$ cat src/design/reset_cause_defs.svh
// Register offsets, bit positions, reset values and timing counts of the reset cause controller
`ifndef RESET_CAUSE_DEFS_SVH
`define RESET_CAUSE_DEFS_SVH
`define CAUSE_REG_OFFSET     12'h000
`define IRQ_STATUS_OFFSET    12'h004
`define IRQ_MASK_OFFSET      12'h008
`define CTRL_OFFSET          12'h00C
`define STATUS_OFFSET        12'h010
`define BIT_TRAP_CLASH       15
`define BIT_ILLEGAL_ACCESS   14
`define BIT_PINSEL_MISMATCH  9
`define BIT_EXT_PIN          7
`define BIT_SOFT_RESET       6
`define BIT_WDOG_EXPIRY      4
`define BIT_BROWNOUT         1
`define BIT_POWERON          0
`define CAUSE_WRITE_MASK     16'hC2D3
`define CAUSE_RESET_VALUE    16'h0001
`define IRQ_RESET_VALUE      16'h0000
`define HARD_TRAP_MIN        4'hD
`define HARD_TRAP_MAX        4'hF
`define ILLEGAL_UPPER_BYTE   8'h3F
`define RESET_VECTOR         24'h000000
`define SYSTEM_RESET_LINE_CYCLES        2'h1
`endif

$ cat src/design/reset_cause_pkg.sv
// Types shared by the reset cause controller
package reset_cause_pkg;
   typedef struct packed {
      logic       valid;
      logic [3:0] level;
   } trap_event_type;
   typedef struct packed {
      logic        valid;
      logic [7:0]  upper_byte;
      logic        uninit_ptr;
   } fetch_event_type;
   typedef struct packed {
      logic        program_flow_change;
      logic        vector_flow_change;
      logic        target_restricted;
   } flow_event_type;
   typedef enum logic [1:0] {
      RUN,
      HOLD,
      RELEASE
   } seq_state_type;
endpackage

$ cat src/design/reset_cause_controller.sv
// Reset source collection, reset cause register and AXI4-Lite register slave
// How it works
// - Software reset instruction asserts system reset but keeps current clock selection.
// - After software reset, system reset releases next cycle, then reset vector fetch.
// - Software reset sets the soft reset flag, bit 6.
// - Running watchdog expiry asynchronously asserts system reset, clock unchanged; here it is registered and asserts reset at the next clock edge.
// - Watchdog expiry in sleep or idle only wakes the core, no reset.
// - Watchdog expiry sets watchdog expiry flag, bit 4; here only expiry while running sets it, not expiry in sleep or idle.
// - Lower hard trap during higher trap service (levels 13-15) resets the device.
// - Trap conflict reset sets trap clash flag, bit 15.
// - Pin-select registers compared with shadows; mismatch resets and sets bit 9.
// - Illegal opcode, upper byte 3Fh included, resets and sets bit 14.
// - Resets clear working registers except stack pointer; uninitialized pointer use resets.
// - Flow change into restricted protected segment location causes a security reset.
// - Call, jump, return, branch are program flow; vector loads are vector flow.
// - Illegal sources share bit 14; flags clear on cold reset, pin flag on power-on.
// - Watchdog flag cleared by power-save, watchdog clear, power-on or brown-out.
// - Software can set or clear every cause flag directly.
// - Any reset clears registers and forces program counter to zero.
// - Master clear pin low gives external reset and sets external pin flag.
//
// Chosen here: the AXI4-Lite slave port and the address map.
`timescale 1ns/100ps
`include "reset_cause_defs.svh"
module reset_cause_controller
   import reset_cause_pkg::*;
#(
   parameter int PINSEL_WIDTH = 16
)(
   // Clock and reset
   input  wire logic                    ref_clk_in,
   input  wire logic                    resetn_in,
   // Cold reset sources and the master clear pin
   input  wire logic                    poweron_reset_in,
   input  wire logic                    brownout_reset_in,
   input  wire logic                    master_clear_pin_n_in,
   // Core events
   input  wire logic                    reset_instruction_in,
   input  wire logic                    power_save_instruction_in,
   input  wire logic                    watchdog_clear_instruction_in,
   input  wire logic                    power_saving_in,
   input  wire logic                    watchdog_expiry_in,
   input  wire trap_event_type          trap_in,
   input  wire logic [3:0]              trap_serviced_level_in,
   input  wire logic                    trap_in_service_in,
   input  wire fetch_event_type         fetch_in,
   input  wire flow_event_type          flow_in,
   input  wire logic [PINSEL_WIDTH-1:0] pinsel_regs_in,
   input  wire logic [PINSEL_WIDTH-1:0] pinsel_shadow_in,
   // Reset outputs to the core
   output logic                         system_reset_line_out,
   output logic                         keep_clock_source_out,
   output logic                         clear_working_regs_out,
   output logic [23:0]                  program_counter_load_out,
   output logic                         wake_out,
   output logic                         irq_out,
   // AXI4-Lite slave
   input  wire logic [11:0]             s_axi_awaddr,
   input  wire logic                    s_axi_awvalid,
   output logic                         s_axi_awready,
   input  wire logic [31:0]             s_axi_wdata,
   input  wire logic [3:0]              s_axi_wstrb,
   input  wire logic                    s_axi_wvalid,
   output logic                         s_axi_wready,
   output logic [1:0]                   s_axi_bresp,
   output logic                         s_axi_bvalid,
   input  wire logic                    s_axi_bready,
   input  wire logic [11:0]             s_axi_araddr,
   input  wire logic                    s_axi_arvalid,
   output logic                         s_axi_arready,
   output logic [31:0]                  s_axi_rdata,
   output logic [1:0]                   s_axi_rresp,
   output logic                         s_axi_rvalid,
   input  wire logic                    s_axi_rready
);

   function automatic logic [15:0] bit_of(input int pos);
      bit_of = 16'h0001 << pos;
   endfunction

   function automatic logic [15:0] lane_merge(input logic [15:0] old_v, input logic [31:0] d, input logic [3:0] s);
      lane_merge = {s[1] ? d[15:8] : old_v[15:8], s[0] ? d[7:0] : old_v[7:0]};
   endfunction

   logic [15:0]   cause;
   logic [15:0]   irq_status;
   logic [15:0]   irq_mask;
   logic          pinsel_check_en;
   seq_state_type state;
   seq_state_type next_state;
   logic [15:0]   last_cause;

   // Event decoding
   wire cold_reset      = poweron_reset_in | brownout_reset_in;
   wire ext_event       = ~master_clear_pin_n_in;
   wire soft_event      = reset_instruction_in;
   wire wdog_reset      = watchdog_expiry_in & ~power_saving_in;
   wire wdog_wake       = watchdog_expiry_in & power_saving_in;
   wire hard_new        = trap_in.valid && trap_in.level >= `HARD_TRAP_MIN;
   wire trap_event      = hard_new && trap_in_service_in &&
                          trap_serviced_level_in > trap_in.level;
   wire mismatch_event  = pinsel_check_en && (pinsel_regs_in != pinsel_shadow_in);
   wire opcode_event    = fetch_in.valid && fetch_in.upper_byte == `ILLEGAL_UPPER_BYTE;
   wire uninit_event    = fetch_in.valid && fetch_in.uninit_ptr;
   wire any_flow        = flow_in.program_flow_change | flow_in.vector_flow_change;
   wire security_event  = any_flow && flow_in.target_restricted;
   wire illegal_event   = opcode_event | uninit_event | security_event;
   wire sync_reset_req  = soft_event | trap_event | mismatch_event | illegal_event | ext_event;

   wire [15:0] hw_set = (trap_event     ? bit_of(`BIT_TRAP_CLASH)      : 16'h0000) |
                        (illegal_event  ? bit_of(`BIT_ILLEGAL_ACCESS)  : 16'h0000) |
                        (mismatch_event ? bit_of(`BIT_PINSEL_MISMATCH) : 16'h0000) |
                        (ext_event      ? bit_of(`BIT_EXT_PIN)         : 16'h0000) |
                        (soft_event     ? bit_of(`BIT_SOFT_RESET)      : 16'h0000) |
                        (wdog_reset     ? bit_of(`BIT_WDOG_EXPIRY)     : 16'h0000) |
                        (brownout_reset_in ? bit_of(`BIT_BROWNOUT)     : 16'h0000) |
                        (poweron_reset_in  ? bit_of(`BIT_POWERON) | bit_of(`BIT_BROWNOUT) : 16'h0000);

   // Cold reset clears everything but its own flags; only power-on clears the pin flag
   wire [15:0] hw_clear = (cold_reset ? (`CAUSE_WRITE_MASK & ~bit_of(`BIT_EXT_PIN) &
                           ~bit_of(`BIT_BROWNOUT) & ~bit_of(`BIT_POWERON)) : 16'h0000) |
                          (poweron_reset_in ? bit_of(`BIT_EXT_PIN) : 16'h0000) |
                          ((power_save_instruction_in | watchdog_clear_instruction_in)
                           ? bit_of(`BIT_WDOG_EXPIRY) : 16'h0000);

   // AXI4-Lite write path: address and data held until both present
   logic        aw_held;
   logic        w_held;
   logic [11:0] aw_addr;
   logic [31:0] w_data;
   logic [3:0]  w_strb;
   wire aw_take   = s_axi_awvalid & s_axi_awready;
   wire w_take    = s_axi_wvalid & s_axi_wready;
   wire do_write  = aw_held & w_held & ~s_axi_bvalid;
   wire wr_cause  = do_write && aw_addr == `CAUSE_REG_OFFSET;
   wire wr_istat  = do_write && aw_addr == `IRQ_STATUS_OFFSET;
   wire wr_imask  = do_write && aw_addr == `IRQ_MASK_OFFSET;
   wire wr_ctrl   = do_write && aw_addr == `CTRL_OFFSET;
   wire wr_known  = wr_cause | wr_istat | wr_imask | wr_ctrl || aw_addr == `STATUS_OFFSET;

   // Software write comes first, hardware events then override it
   wire [15:0] sw_cause   = wr_cause ? lane_merge(cause, w_data, w_strb) & `CAUSE_WRITE_MASK
                                     : cause;
   wire [15:0] next_cause = (sw_cause & ~hw_clear) | hw_set;
   wire [15:0] w1c        = wr_istat ? lane_merge(16'h0000, w_data, w_strb) : 16'h0000;
   wire [15:0] next_istat = (irq_status & ~w1c) | hw_set;

   always_ff @(posedge ref_clk_in or negedge resetn_in)
   begin
      if (!resetn_in)
      begin
         cause      <= `CAUSE_RESET_VALUE;
         irq_status <= `IRQ_RESET_VALUE;
         irq_mask   <= `IRQ_RESET_VALUE;
         pinsel_check_en <= 1'b1;
      end
      else
      begin
         cause      <= next_cause;
         irq_status <= next_istat;
         if (wr_imask)
            irq_mask <= lane_merge(irq_mask, w_data, w_strb);
         if (wr_ctrl && w_strb[0])
            pinsel_check_en <= w_data[0];
      end
   end

   // Reset sequencer: synchronous sources hold reset one cycle, the master clear pin as long as it is low, then release
   always_comb
   begin
      next_state = state;
      case (state)
         RUN:     next_state = (sync_reset_req || cold_reset) ? HOLD : RUN;
         HOLD:    next_state = (cold_reset || ext_event) ? HOLD : RELEASE;
         RELEASE: next_state = sync_reset_req ? HOLD : RUN;
         default: next_state = RUN;
      endcase
   end

   logic wdog_hold;
   always_ff @(posedge ref_clk_in or negedge resetn_in)
   begin
      if (!resetn_in)
      begin
         state      <= RUN;
         wdog_hold  <= 1'b0;
         last_cause <= 16'h0000;
      end
      else
      begin
         state      <= next_state;
         wdog_hold  <= wdog_reset;
         last_cause <= cause;
      end
   end

   // Watchdog reaches the reset line through the register, at the next clock edge
   wire reset_level = (state == HOLD) | wdog_hold;
   logic system_reset_line_q;
   always_ff @(posedge ref_clk_in or negedge resetn_in)
   begin
      if (!resetn_in)
         system_reset_line_q <= 1'b1;
      else
         system_reset_line_q <= (next_state == HOLD) | wdog_reset;
   end
   assign system_reset_line_out = system_reset_line_q;

   always_ff @(posedge ref_clk_in or negedge resetn_in)
   begin
      if (!resetn_in)
      begin
         keep_clock_source_out    <= 1'b0;
         clear_working_regs_out   <= 1'b1;
         program_counter_load_out <= `RESET_VECTOR;
         wake_out                 <= 1'b0;
         irq_out                  <= 1'b0;
      end
      else
      begin
         keep_clock_source_out    <= ~cold_reset;
         clear_working_regs_out   <= (next_state == HOLD) | wdog_reset;
         program_counter_load_out <= `RESET_VECTOR;
         wake_out                 <= wdog_wake;
         irq_out                  <= |(next_istat & irq_mask);
      end
   end

   // AXI4-Lite handshakes: one write and one read at a time
   always_ff @(posedge ref_clk_in or negedge resetn_in)
   begin
      if (!resetn_in)
      begin
         aw_held <= 1'b0;
         w_held  <= 1'b0;
         aw_addr <= 12'h000;
         w_data  <= 32'h0000_0000;
         w_strb  <= 4'h0;
         s_axi_awready <= 1'b1;
         s_axi_wready  <= 1'b1;
         s_axi_bvalid  <= 1'b0;
         s_axi_bresp   <= 2'h0;
      end
      else
      begin
         if (aw_take)
         begin
            aw_held <= 1'b1;
            aw_addr <= {s_axi_awaddr[11:2], 2'h0};
            s_axi_awready <= 1'b0;
         end
         if (w_take)
         begin
            w_held <= 1'b1;
            w_data <= s_axi_wdata;
            w_strb <= s_axi_wstrb;
            s_axi_wready <= 1'b0;
         end
         if (do_write)
         begin
            s_axi_bvalid <= 1'b1;
            s_axi_bresp  <= wr_known ? 2'h0 : 2'h2;
            aw_held <= 1'b0;
            w_held  <= 1'b0;
         end
         if (s_axi_bvalid && s_axi_bready)
         begin
            s_axi_bvalid  <= 1'b0;
            s_axi_awready <= 1'b1;
            s_axi_wready  <= 1'b1;
         end
      end
   end

   wire [11:0] ra = {s_axi_araddr[11:2], 2'h0};
   wire        r_known = ra == `CAUSE_REG_OFFSET || ra == `IRQ_STATUS_OFFSET ||
                         ra == `IRQ_MASK_OFFSET || ra == `CTRL_OFFSET || ra == `STATUS_OFFSET;
   wire [15:0] r_word  = ra == `CAUSE_REG_OFFSET  ? cause :
                         ra == `IRQ_STATUS_OFFSET ? irq_status :
                         ra == `IRQ_MASK_OFFSET   ? irq_mask :
                         ra == `CTRL_OFFSET       ? {15'h0000, pinsel_check_en} :
                         ra == `STATUS_OFFSET     ? {13'h0000, reset_level, state == HOLD, wake_out} :
                         16'h0000;

   always_ff @(posedge ref_clk_in or negedge resetn_in)
   begin
      if (!resetn_in)
      begin
         s_axi_arready <= 1'b1;
         s_axi_rvalid  <= 1'b0;
         s_axi_rdata   <= 32'h0000_0000;
         s_axi_rresp   <= 2'h0;
      end
      else if (s_axi_arvalid && s_axi_arready)
      begin
         s_axi_arready <= 1'b0;
         s_axi_rvalid  <= 1'b1;
         s_axi_rdata   <= {16'h0000, r_word};
         s_axi_rresp   <= r_known ? 2'h0 : 2'h2;
      end
      else if (s_axi_rvalid && s_axi_rready)
      begin
         s_axi_rvalid  <= 1'b0;
         s_axi_arready <= 1'b1;
      end
   end

   // Checks
   a_soft_sets_flag: assert property (@(posedge ref_clk_in) disable iff (!resetn_in)
      soft_event && !cold_reset |=> cause[`BIT_SOFT_RESET]) else $error("soft flag not set");
   a_soft_release: assert property (@(posedge ref_clk_in) disable iff (!resetn_in)
      soft_event && state == RUN && !cold_reset && !ext_event ##1 !sync_reset_req && !wdog_reset && !cold_reset
      |=> !system_reset_line_out) else $error("reset not released");
   a_soft_asserts: assert property (@(posedge ref_clk_in) disable iff (!resetn_in)
      soft_event |=> system_reset_line_out && keep_clock_source_out == !$past(cold_reset))
      else $error("soft reset missing");
   a_wdog_reset: assert property (@(posedge ref_clk_in) disable iff (!resetn_in)
      wdog_reset |=> system_reset_line_out && cause[`BIT_WDOG_EXPIRY]) else $error("watchdog reset missing");
   a_wdog_sleep: assert property (@(posedge ref_clk_in) disable iff (!resetn_in)
      watchdog_expiry_in && power_saving_in && !sync_reset_req && !cold_reset && state == RUN && !wdog_hold
      |=> wake_out && !system_reset_line_out) else $error("watchdog reset in sleep");
   a_trap_clash: assert property (@(posedge ref_clk_in) disable iff (!resetn_in)
      trap_in.valid && trap_in.level >= 4'hD && trap_in_service_in && trap_serviced_level_in > trap_in.level
      |=> cause[`BIT_TRAP_CLASH] && system_reset_line_out) else $error("trap clash missed");
   a_illegal_op: assert property (@(posedge ref_clk_in) disable iff (!resetn_in)
      fetch_in.valid && fetch_in.upper_byte == 8'h3F && !cold_reset
      |=> cause[`BIT_ILLEGAL_ACCESS] && system_reset_line_out) else $error("illegal opcode missed");
   a_mismatch: assert property (@(posedge ref_clk_in) disable iff (!resetn_in)
      pinsel_check_en && pinsel_regs_in != pinsel_shadow_in && !cold_reset
      |=> cause[`BIT_PINSEL_MISMATCH]) else $error("mismatch missed");
   a_wdog_clear: assert property (@(posedge ref_clk_in) disable iff (!resetn_in)
      watchdog_clear_instruction_in && !wdog_reset && !wr_cause |=> !cause[`BIT_WDOG_EXPIRY])
      else $error("watchdog flag not cleared");
   // The clear that could explain a lost flag happened one edge ago, so look at the past cold reset
   a_flag_sticky: assert property (@(posedge ref_clk_in) disable iff (!resetn_in)
      last_cause[`BIT_TRAP_CLASH] && !$past(cold_reset) && !$past(wr_cause) |-> cause[`BIT_TRAP_CLASH])
      else $error("flag lost");
   c_soft: cover property (@(posedge ref_clk_in) disable iff (!resetn_in) soft_event ##2 state == RUN);
   c_wdog: cover property (@(posedge ref_clk_in) disable iff (!resetn_in) wdog_reset);
   c_security: cover property (@(posedge ref_clk_in) disable iff (!resetn_in) security_event);
   c_write: cover property (@(posedge ref_clk_in) disable iff (!resetn_in) wr_cause);
endmodule

$ cat config.mk
export PLATFORM = sky130hd
export DESIGN_NAME = reset_cause_controller
export DESIGN_NICKNAME = d
export VERILOG_FILES = /design/src/design/reset_cause_pkg.sv /design/src/design/reset_cause_controller.sv
export VERILOG_INCLUDE_DIRS = /design/src /design/src/design
export SDC_FILE = /design/constraint.sdc
export NUM_CORES = 1
export LEC_CHECK = 0
export ABC_AREA = 1
export BUFFER_PORTS_ARGS = -buffer_cell sky130_fd_sc_hd__buf_2
export CORE_MARGIN = 2
export CORE_UTILIZATION = 54
export CTS_CLUSTER_SIZE = 8
export DETAILED_ROUTE_END_ITERATION = 10
export PLACE_DENSITY = 0.88
export SETUP_SLACK_MARGIN = 0.4
export SKIP_LAST_GASP = 1
export SLEW_MARGIN = 15
export SYNTH_ARGS = -nofsm -noshare
export SYNTH_HDL_FRONTEND = slang
export SYNTH_SLANG_ARGS = --single-unit
export TNS_END_PERCENT = 10
$ cat constraint.sdc
create_clock -name ref_clk_in -period 4.6 [get_ports ref_clk_in]
set_input_delay 0.69 -clock ref_clk_in [delete_from_list [all_inputs] [get_ports ref_clk_in]]
set_output_delay 0.69 -clock ref_clk_in [all_outputs]
set_load 0.02 [all_outputs]
# Word-level counts from Yosys, hierarchy flattened

Index checks and enable logic that the tools add are counted.

Logic and storage cells: 155
Register bits after elaboration: 111
Output and inout bits: 70

$lt $le $gt $ge: 2
Bitwise operators: 40
Eq/ne operators: 13
Mux-type cells: 42
Reduce and logical (&&, ||, !) cells: 34

Operators by type and width:

| cell                                            | number |
|---|---|
| two-way mux 16 bit                              | 7 |
| AND 16 bit                                      | 3 |
| two-way mux 8 bit                               | 6 |
| == test 10 x 2 -> 1 bit (second input constant) | 4 |
| inverter 16 bit                                 | 2 |
| OR 16 bit                                       | 2 |
| OR 16 x 2 -> 16 bit                             | 2 |
| OR 16 x 5 -> 16 bit                             | 2 |
| OR 16 x 8 -> 16 bit                             | 2 |
| logical NOT 12 bit                              | 2 |
| == test 10 x 1 -> 1 bit (second input constant) | 2 |
| == test 10 x 3 -> 1 bit (second input constant) | 2 |
| two-way mux 1 bit                               | 16 |
| inequality test 16 bit                          | 1 |
| OR 16 x 10 -> 16 bit                            | 1 |
| OR 16 x 15 -> 16 bit                            | 1 |
| OR 16 x 7 -> 16 bit                             | 1 |
| OR reduction 16 bit                             | 1 |
| logical AND 1 bit                               | 15 |
| two-way mux 15 bit                              | 1 |
| OR 1 bit                                        | 14 |
| nonzero test 2 bit                              | 6 |
| two-way mux 10 bit                              | 1 |
| two-way mux 2 bit                               | 5 |
| other kinds (14)                                | 32 |

# Logic depth before layout (Yosys ltp)

Gate-level depths: netlist (run 1).

Depth in word-level cells: 15
Gate-level depth with buffers: 13
Depth with buffers taken out: 13

# Least setup slack after synthesis (run 1)

Ideal clock, no wire load.

Path type: in2reg
Start: input s_axi_araddr[4]
End: register s_axi_rdata[14]
Cell stages on the path: 6
Path slack: 2797 ps
Required time: 4462 ps
Setup time: 138 ps
Arrival: 1664 ps
Cells stage by stage: or2_4 -> nor2_8 -> nand4_2 -> clkbuf_1 -> o211ai_1 -> a31oi_1

Word-level cells in the longest chain between the ends: 4
Elaborated cells between the ends (all ways): 6

RTL lines:

| item                              | line                          | source |
|---|---|---|
| start: declaration                | reset_cause_controller.sv:68  | `input wire logic [11:0] s_axi_araddr,` |
| == test 10 x 2 -> 1 bit (no line) | --                            |  |
| two-way mux 16 bit                | reset_cause_controller.sv:280 | `` ra == `IRQ_MASK_OFFSET ? irq_mask : `` |
| two-way mux 16 bit                | reset_cause_controller.sv:279 | `` ra == `IRQ_STATUS_OFFSET ? irq_status : `` |
| two-way mux 16 bit (*)            | reset_cause_controller.sv:278 | `` wire [15:0] r_word = ra == `CAUSE_REG_OFFSET ? cause : `` |
| end signal: assignment            | reset_cause_controller.sv:298 | `s_axi_rdata <= {16'h0000, r_word};` |
| end: declaration                  | reset_cause_controller.sv:71  | `output logic [31:0] s_axi_rdata,` |

Mark *: on every way between the ends. The rest lies on a longest branch, timed or not.
A chain may end at the register's enable or synchronous reset.

# Worst setup path after layout (run 1)

Start: register aw_addr[3]
End: register irq_out

Word-level cells in the longest chain between the ends: 8

RTL lines:

| item                              | line                          | source |
|---|---|---|
| start: declaration                | reset_cause_controller.sv:129 | `logic [11:0] aw_addr;` |
| start signal: assignment          | reset_cause_controller.sv:249 | `aw_addr <= {s_axi_awaddr[11:2], 2'h0};` |
| == test 10 x 1 -> 1 bit (no line) | --                            |  |
| logical AND 1 bit (no line)       | --                            |  |
| two-way mux 16 bit                | reset_cause_controller.sv:145 | `wire [15:0] w1c = wr_istat ? lane_merge(16'h0000, w_data, w_strb) : 16'h0000;` |
| inverter 16 bit                   | reset_cause_controller.sv:146 | `wire [15:0] next_istat = (irq_status & ~w1c) \| hw_set;` |
| AND 16 bit                        | reset_cause_controller.sv:146 |  |
| OR 16 bit                         | reset_cause_controller.sv:146 |  |
| named net next_istat[15]          | reset_cause_controller.sv:146 |  |
| AND 16 bit                        | reset_cause_controller.sv:225 | `irq_out <= \|(next_istat & irq_mask);` |
| OR reduction 16 bit               | reset_cause_controller.sv:225 |  |
| end signal: assignment            | reset_cause_controller.sv:225 |  |
| end: declaration                  | reset_cause_controller.sv:56  | `output logic irq_out,` |

The timed path passes the listed nets, and every way through them passes these cells.

==> run metrics, run 1 <==
run status=finished clean; I/O pin cnt=200; clk sinks=101; Max Clk Rate=470 MHz; die width=105 um; worst setup path end=irq_out; starting density of the core=56.2%; GRT overflow=0; Clk Tree Root Cell=clkbuf_8; gpl congestion=0.883; vias per cell=4.83; clock transition at the registers of the reported paths=0.10 ns; Iteration-0 DRC Markers=321; worst skew pair latency=0.37 ns; Die Y=105 um; CTS Buf Count=9; PostCTS Resize Cnt=0; antenna fix cells=0; row count=36; Max IR drop VDD=0.369 mV; number of enable flip-flop cells after synthesis=0; Setup crit start=aw_addr[3]; CP Max Fanout=13; Hold Slack=0.414 ns; max-slew violation count=0; pre-CTS setup slack=2.12 ns; Die Footprint=11100 um^2; cell depth of the worst flop-to-flop path=10; period utilization=46.3%; Routed WL=12200 um; Clock Path Buffers=2; synth warn=0; htree depth=3; maxcap violations=0; area of the multi-input gates=2440 um^2; core area=9860 um^2; Seq cells post-synth=101; final setup TNS=0 ns; DR DRC count=0; vias in the first global route=4509; sequential cell area=2530 um^2; Total Power=0.00270 W; largest net degree at the start of global routing=70; hold buffers post-CTS=0; Crit. End Element=flip-flop; CTS tree=yes; dpl hpwl=9460 um; Hold Vio Cnt, Final=0; Post-synth top flop=dfrtp_1; Crit path required time=4.86 ns; CP startpoint kind=flip-flop; Netlist cell types=35; FF-to-FF End=irq_out; power per cell area=423 nW/um^2; Final WS setup=2.47 ns; global-route wire length before repair=20600 um; Critical Path AT=2.39 ns; nets=974; leakage power=3.68 nW; setup violators final=0; Setup CP Type=flip-flop to flip-flop; initial antenna violation count=0; Worst Hold Class=input pin to asynchronous set/reset pin; Tmin final=2.13 ns; Layout area overhead=15.3%; unrepaired setup endpoints after global routing=false; Worst Max-Slew Pin Slew=0.858 ns; clock skew=0.00978 ns; all-layer global routing usage=22.9%; R2R Setup Slk=2.47 ns; Post-Synthesis Cells=709; proportion of synthesized chip area in sequential cells=45.7%; 1st-pass router iterations=5; Async SR Flop Fraction=100%; drt wl/cell=12.5 um; PortBufs=135; relative slew slack=42.8%; Syn Area/Cell=7.82 um^2; setup repair bufs after CTS=0; Worst R2R Start=aw_addr[3]; share of cells above drive strength 1=22.6%; vias=4721; mapped cell area=5550 um^2; Fillers=862; ANT nets after route=0
## worst max-delay path, stage by stage, from the launching register on
cell	delay, ns
dfrtp_1	0.42
inv_2	0.10
nand3_1	0.12
nor2_2	0.47
nand2_1	0.29
o21ai_0	0.23
nand2_1	0.09
nand2_1	0.07
nand3_1	0.07
nor2_1	0.09
nand2_1	0.07
## cell usage after synthesis, types with 2 or more instances
cell	instances	share of area [%]
nor2_8	2	0.72
nand4_2	2	0.45
nand3_1	20	1.8
nand2_1	258	17
o21ai_0	39	3.5
nor2_4	2	0.41
dfstp_2	6	2.8
ha_1	4	0.90
or2_4	2	0.32
inv_1	85	5.8
o21ai_1	13	1.2
or2_1	2	0.23
nand3_4	2	0.63
inv_2	3	0.20
buf_6	2	0.41
nand3b_1	8	1.1
mux2_2	5	1.0
buf_4	44	6.0
o211ai_1	8	1.1
a31oi_1	6	0.68
mux2_4	9	2.4
nand2_4	2	0.41
nor2_2	2	0.23
buf_2	2	0.18
clkbuf_1	9	0.61
nor2_1	45	3.0
nor3_1	9	0.81
dfrtp_1	95	43
nand4_1	13	1.5
a21oi_1	5	0.45
## area by class of cell
| type | instances | area share, % |
|---|---|---|
| inverters | 88 | 5.17 |
| flip-flops and latches | 101 | 39.7 |
| multi-input cells | 504 | 38.1 |
| clock buffers | 9 | 1.94 |
| repair buffers | 136 | 10.7 |
| clock inverters | 6 | 1.76 |
| well taps | 133 | 2.60 |
## state kept, by name, summed over array words and instances (netlist names)
| signal | flops |
|---|---|
| w_held | 1 |
| pinsel_check_en | 1 |
| state | 2 |
| s_axi_rvalid | 1 |
| clear_working_regs_out | 1 |
| s_axi_arready | 1 |
| irq_status | 16 |
| s_axi_bresp | 1 |
| irq_mask | 16 |
| w_strb | 2 |
| irq_out | 1 |
| wdog_hold | 1 |
| s_axi_awready | 1 |
| s_axi_rresp | 1 |
| w_data | 16 |
| s_axi_rdata | 16 |
| wake_out | 1 |
| s_axi_bvalid | 1 |
| aw_held | 1 |
| aw_addr | 10 |
| cause | 8 |
| s_axi_wready | 1 |
| keep_clock_source_out | 1 |
## worst min path at each step
stage                               from  slack [ns]             end  cells after the start
after floorplan                resetn_in        0.39     aw_addr[10]                      0
after global placement    s_axi_rresp[1]        0.46  s_axi_rresp[1]                      2
after detailed placement      aw_addr[9]        0.47      aw_addr[9]                      2
after CTS                      resetn_in        0.45    s_axi_rvalid                      1
after global routing           resetn_in        0.47    s_axi_rvalid                      1
final                          resetn_in        0.41    s_axi_rvalid                      1
## layer usage
layer	global-route usage [%]	wire length, um
met1	30.6	5490
met2	37.2	5750
met3	4.76	712
met4	7.43	206
met5	0	0
## metrics by stage
step	std cells	area [um^2]	util [%]
after floorplan	750	5700	-
after detailed placement	962	6150	62.4
after global routing	977	6390	64.8
after global placement	962	6150	62.4
final	977	6390	64.8
after CTS	977	6390	64.8
## cells in the final DEF (no fill, tap or decap)
master | Yosys | final
nand3b_1 | 8 | 8
nand2_1 | 258 | 258
buf_4 | 44 | 2
inv_1 | 85 | 85
nor3_1 | 9 | 9
o21a_1 | 1 | 1
a21oi_1 | 5 | 5
nand3_2 | 1 | 1
ha_1 | 4 | 4
nor2_1 | 45 | 45
a31oi_1 | 6 | 6
nor3_4 | 1 | 1
nand4_2 | 2 | 2
clkinvlp_4 | 0 | 3
conb_1 | 1 | 42
nor2_8 | 2 | 2
nor2_4 | 2 | 2
dfstp_2 | 6 | 6
bufinv_16 | 0 | 3
or2_4 | 2 | 2
nand2_4 | 2 | 2
clkbuf_8 | 0 | 9
o21ai_0 | 39 | 39
nand3_1 | 20 | 20
nand3_4 | 2 | 2
or2_1 | 2 | 2
o211ai_1 | 8 | 8
dfrtp_1 | 95 | 95
buf_2 | 2 | 134
o21ai_1 | 13 | 13
nand4_1 | 13 | 13
mux2_2 | 5 | 5
inv_2 | 3 | 3
nor2_2 | 2 | 2
nor3_2 | 1 | 1
mux2_4 | 9 | 9
## where the power goes
group	internal, W	switching, W
Combinational	0.000261	0.000494
Clock	0.000358	0.000300
Sequential	0.00110	0.000184
Total	0.00172	0.000977
## cell families (layout without fill, tap and decap cells)
group | Yosys count | after routing | share of synthesized area, %
muxes | 14 | 14 | 3.45
and+or+nand+nor | 372 | 372 | 29.7
AOI/OAI and AO/OA | 72 | 72 | 7.04
buffers and inverters | 145 | 239 | 13.1
other | 1 | 42 | 0.0676
DFF | 101 | 101 | 45.7
adders and majority gates | 4 | 4 | 0.903
No activity file was read; power rests on OpenSTA's default activity.
==> inputs of run 2 (changes only) <==
--- a/config.mk
+++ b/config.mk
@@ -9,10 +9,10 @@
 export ABC_AREA = 1
 export BUFFER_PORTS_ARGS = -buffer_cell sky130_fd_sc_hd__buf_2
 export CORE_MARGIN = 2
-export CORE_UTILIZATION = 54
+export CORE_UTILIZATION = 45
 export CTS_CLUSTER_SIZE = 8
 export DETAILED_ROUTE_END_ITERATION = 10
-export PLACE_DENSITY = 0.88
+export PLACE_DENSITY = 0.78
 export SETUP_SLACK_MARGIN = 0.4
 export SKIP_LAST_GASP = 1
 export SLEW_MARGIN = 15
==> constraint.sdc (replaced) <==
create_clock -name ref_clk_in -period 1.8 [get_ports ref_clk_in]
set_input_delay 0.27 -clock ref_clk_in [delete_from_list [all_inputs] [get_ports ref_clk_in]]
set_output_delay 0.27 -clock ref_clk_in [all_outputs]
set_load 0.02 [all_outputs]
==> run 2 against run 1 <==
Flip-flop and latch count stayed put. Clock skew shrank 0.0044 ns. Core utilization shrank 8.4 points. Routed wire length up 1.7%. Hold slack got worse by 0.33 ns. Die area rose by 19%.
==> run metrics, run 2 (synthesis results as in run 1) <==
setup violators final=0 (unchanged); 1st-pass router iterations=4 (-1); Clock Path Buffers=2 (unchanged); Hold Path Depth=2; Max Clk Rate=589 MHz (+25%); CTS tree=yes; Hold Slack=0.0878 ns (-0.326 ns); critical path's slowest cell=dfrtp_2; global-route wire length before repair=20900 um (+1.6%); met2 Usage GRT=31.7% (-5.5 points); GRT overflow=0 (unchanged); starting density of the core=46.2% (-10 points); antenna fix cells=0 (unchanged); Crit path required time=2.04 ns (-2.82 ns); clock skew=0.00537 ns (-0.00442 ns); Critical Path AT=1.94 ns (-0.45 ns); row count=40 (+11%); Tmin final=1.70 ns (-0.432 ns); Finished Core Util=56.3% (-8.4 points); Hold Vio Cnt, Final=0 (unchanged); clock transition at the registers of the reported paths=0.07 ns (-0.03 ns); relative slew slack=61.7% (+19 points); share of cells above drive strength 1=25.7% (+3.1 points); initial antenna violation count=0 (unchanged); CTS Buf Count=9 (unchanged); DR DRC count=0 (unchanged); run status=finished clean; Top cell by count, worst path=nand2_1; core area=12000 um^2 (+22%); Setup CP Type=flip-flop to flip-flop; PortBufs=135 (unchanged); GR Util met3=3.90% (-0.86 points); vias per cell=4.67 (-3.3%); worst skew pair latency=0.34 ns (-0.03 ns); Die Y=115 um (+9.2%); worst-path cell chain=inv_2 > nand4_1 > nor2_4 > buf_6 > nand3b_1 > nand3_1 > nand2_1 > nor2_1 > nand2_1 > nor2_1 > nand2_1; Worst Max-Slew Pin Slew=0.574 ns (-0.284 ns); Total Power=0.00766 W (+180%); Die Footprint=13200 um^2 (+19%); drt wl/cell=12.2 um (-2.1%); met1 usage=26.3% (-4.3 points); Final WS setup=0.103 ns (-2.37 ns); Layout area overhead=22.0%; htree depth=3 (unchanged); gpl congestion=0.862 (-2.4%); maxcap violations=0 (unchanged); largest net degree at the start of global routing=47 (-33%); Fillers=1178 (+37%); power per cell area=1130 nW/um^2 (+170%); nets=997 (+2.4%); Clk Tree Root Cell=clkbuf_16; Max IR drop VDD=0.904 mV (+150%); placed instance area=6290 um^2 (+2.2%); I/O pin cnt=200 (unchanged); Routed WL=12400 um (+1.7%); vias=4744 (+0.49%); die width=115 um (+9.2%); fin area=6770 um^2 (+5.9%); Crit. End Element=flip-flop; busiest metal layer after global routing=met2; max-slew violation count=0 (unchanged); period utilization=94.3% (+48 points); Worst Hold Class=input pin to flip-flop; leakage power=3.88 nW (+5.5%); ANT nets after route=0 (unchanged); CP Max Fanout=8 (-5); all-layer global routing usage=19.7% (-3.1 points); cell depth of the worst flop-to-flop path=11 (+1); Iteration-0 DRC Markers=211 (-34%); most frequent cells in the layout=nand2_1 (255), buf_2 (134), dfrtp_1 (94); dpl hpwl=9770 um (+3.3%); slowest cell delay on critical path=0.42 ns (-0.05 ns); vias in the first global route=4569 (+1.3%); CP startpoint kind=flip-flop; clk sinks=101 (unchanged); pre-CTS setup slack=0.0349 ns (-2.09 ns); unrepaired setup endpoints after global routing=true; most common cell after layout, fill and taps aside=nand2_1
run 2: changes by cell type in the layout (fill, tap and decap cells not counted), moves of 3 or more:
cell	change
clkinvlp_4	-3
nand2_1	-3
clkbuf_16	+9
clkbuf_8	-9
clkinv_2	+3
buf_4	+18
run 2: layout make-up:
class                      instances  area (um^2)  share of cell area, %
clock buffer                       9          225                   3.33
clock inverter                     7          114                   1.68
inverter                          88          330                   4.88
multi-input combinational        504         2480                   36.7
tap                              147          184                   2.72
timing repair buffer             159          893                   13.2
sequential                       101         2540                   37.5
run 2: routing by layer:
layer  vias up  routed length, um
met4         0                287
met2       137               5830
li1       2460                  -
met3        26                676
met5         -                  0
met1      2121               5580
run 2: power breakdown:
part	internal [W]	switching, W
logic	0.000837	0.00138
registers	0.00283	0.000439
clock network	0.00135	0.000818
run 2: metrics by stage:
stage	TNS, ns	cells
detailed placement	0	987
CTS	0	1009
floorplan	0	750
global placement	0	987
finish	0	1015
global route	-0.0580	1015
run 2: worst paths after layout:
kind | from | to | slack [ns]
max in group asynchronous | resetn_in | cause[0] | 0.82
setup reg to reg | s_axi_bvalid | irq_out | 0.10
hold / removal | s_axi_wvalid | s_axi_wready | 0.09
min in group asynchronous | resetn_in | s_axi_rdata[11] | 0.37
hold reg to reg | s_axi_wready | s_axi_wready | 0.48
setup / recovery | s_axi_bvalid | irq_out | 0.10
run 2: critical path, delay by kind of cell (launching register included):
kind | cells | cell delay, ns
and+or+nand+nor | 9 | 0.94
DFF | 1 | 0.42
buffers and inverters | 2 | 0.24
run 2: timing repair:
action	4_1_cts	5_1_grt
cloned	0	0
buffers inserted	5	6
gates resized for setup	4	11
hold endpoints to repair	21	0
hold buffers	1	0
pin swaps	7	10
endpoints found under the setup margin	39	75
==> inputs of run 3 (changes only) <==
--- a/config.mk
+++ b/config.mk
@@ -12,8 +12,9 @@
 export CORE_UTILIZATION = 45
 export CTS_CLUSTER_SIZE = 8
 export DETAILED_ROUTE_END_ITERATION = 10
-export PLACE_DENSITY = 0.78
+export PLACE_DENSITY = 0.76
 export SETUP_SLACK_MARGIN = 0.4
+export SKIP_CTS_REPAIR_TIMING = 1
 export SKIP_LAST_GASP = 1
 export SLEW_MARGIN = 15
 export SYNTH_ARGS = -nofsm -noshare
==> run 3 against run 2 <==
Critical path depth shrank 5. Worst setup slack worse by 0.060 ns. Combinational power rose by 9.9%. Final cell count up 0.39%. Global-route usage increased by 0.29 points. Hold slack better by 0.0037 ns.
==> run metrics, run 3 (synthesis results as in run 1) <==
Hold EP=s_axi_wready; run status=finished clean; ANT nets after route=0 (unchanged); all-layer global routing usage=20.0% (+0.29 points); WL met2=6300 um (+8.1%); Metal-1 WL=6000 um (+7.4%); clk sinks=101 (unchanged); GRT overflow=0 (unchanged); unrepaired setup endpoints after global routing=true; global-route wire length before repair=21000 um (+0.36%); Placed Cells=988 (+0.10%); CTS tree=yes; DR DRC count=0 (unchanged); Critical Path AT=1.99 ns (+0.05 ns); top layer in use=met4; clock transition at the registers of the reported paths=0.06 ns (about the same); Worst Hold Class=input pin to flip-flop; Hold Path Depth=2 (unchanged); power per cell area=1130 nW/um^2 (about the same); Clk Tree Root Cell=clkbuf_16; cell depth of the worst flop-to-flop path=6 (-5); CP Max Fanout=10 (+2); Worst R2R Start=aw_addr[6]; Final WS setup=0.0427 ns (-0.0603 ns); core area=12000 um^2 (unchanged); PortBufs=135 (unchanged); Worst Max-Slew Pin Slew=0.588 ns (+0.0138 ns); R2R Setup Slk=0.04 ns (-0.06 ns); crit path buf inv count=1 (-1); Hold Slack=0.0915 ns (+0.00369 ns); die width=115 um (unchanged); fin cells=1019 (+0.39%); Crit path required time=2.03 ns (about the same); max-slew violation count=0 (unchanged); maxcap violations=0 (unchanged); leakage power=3.87 nW (-0.32%); most frequent cells in the layout=nand2_1 (253), buf_2 (134), dfrtp_1 (93); row count=40 (unchanged); Layout area overhead=22.7%; FF-to-FF End=irq_mask[5]; dpl hpwl=9760 um (about the same); hold_sp=s_axi_wvalid; Crit. End Element=flip-flop; relative slew slack=60.8% (-0.92 points); initial antenna violation count=0 (unchanged); setup violators final=0 (unchanged); clock skew=0.00428 ns (-0.00108 ns); Hold Vio Cnt, Final=0 (unchanged); CP startpoint kind=flip-flop; 1st-pass router iterations=5 (+1); CP top delay family=simple AND/OR/NAND/NOR gates; period utilization=97.6% (+3.3 points); routed length on met3=733 um (+8.4%); vias per cell=4.77 (+2.1%); Routed WL=13400 um (+8.3%); I/O pin cnt=200 (unchanged); most common cell after layout, fill and taps aside=nand2_1; antenna fix cells=0 (unchanged); gpl congestion=0.854 (-0.97%); Setup CP Type=flip-flop to flip-flop; Die Footprint=13200 um^2 (unchanged); critical path's slowest cell=dfrtp_1; CTS Buf Count=9 (unchanged); vias in the first global route=4469 (-2.2%); Max IR drop VDD=0.754 mV (-17%); Iteration-0 DRC Markers=321 (+52%); Finished Core Util=56.7% (+0.31 points); drt wl/cell=13.2 um (+7.9%); Die Y=115 um (unchanged); slowest cell delay on critical path=0.38 ns (-0.04 ns); vias=4861 (+2.5%); worst-path cell chain=nor2_2 > nand2_2 > buf_4 > nor3_4 > nand3_4 > mux2_4; share of cells above drive strength 1=26.9% (+1.3 points); Max Clk Rate=569 MHz (-3.4%); Clock Path Buffers=2 (unchanged); starting density of the core=46.2% (unchanged); pre-CTS setup slack=0.0397 ns (+0.00471 ns); nets=1001 (+0.40%); largest net degree at the start of global routing=36 (-23%); worst skew pair latency=0.34 ns (about the same); htree depth=3 (unchanged); Tmin final=1.76 ns (+0.0603 ns)
[run 3: worst register-to-register path, cell delays in order, from the launching register on]
cell     delay [ns]
dfrtp_1        0.38
nor2_2         0.13
nand2_2        0.11
buf_4          0.16
nor3_4         0.28
nand3_4        0.23
mux2_4         0.36
[run 3: through the flow]
step	cell area, um^2	TNS [ns]	power (W)
detailed placement	6290	0	0.00536
CTS	6590	0	0.00734
floorplan	5710	0	0.00468
global route	6810	-0.246	0.00814
global placement	6290	0	0.00530
finish	6810	0	0.00770
[run 3: routing by layer]
metal	GRT usage, %	vias up
li1	-	2463
met1	26.6	2202
met2	32.2	162
met3	3.53	34
met4	8.92	0
met5	0	-
[run 3: worst max path at each step]
stage | from | endpoint | slack, ns | depth (start not counted)
global route | aw_addr[11] | irq_out | -0.06 | 11
floorplan | aw_addr[10] | irq_mask[1] | 0.26 | 4
finish | aw_addr[6] | irq_mask[5] | 0.04 | 6
global placement | aw_addr[5] | irq_out | 0.09 | 13
CTS | aw_addr[5] | irq_out | 0.003 | 13
detailed placement | aw_addr[7] | irq_out | 0.04 | 11
[run 3: layout make-up]
| type | count | area, um^2 |
|---|---|---|
| sequential | 101 | 2540 |
| clock inverter | 1 | 30.0 |
| multi-input combinational | 505 | 2530 |
| fill | 1123 | 5210 |
| inverter | 88 | 338 |
| timing repair buffer | 162 | 920 |
| tap | 147 | 184 |
| clock buffer | 15 | 268 |
[run 3: power by group]
group          internal [W]  switching, W  total (W)
Clock               0.00116      0.000810    0.00197
Combinational      0.000926       0.00151    0.00244
Sequential          0.00283      0.000470    0.00330
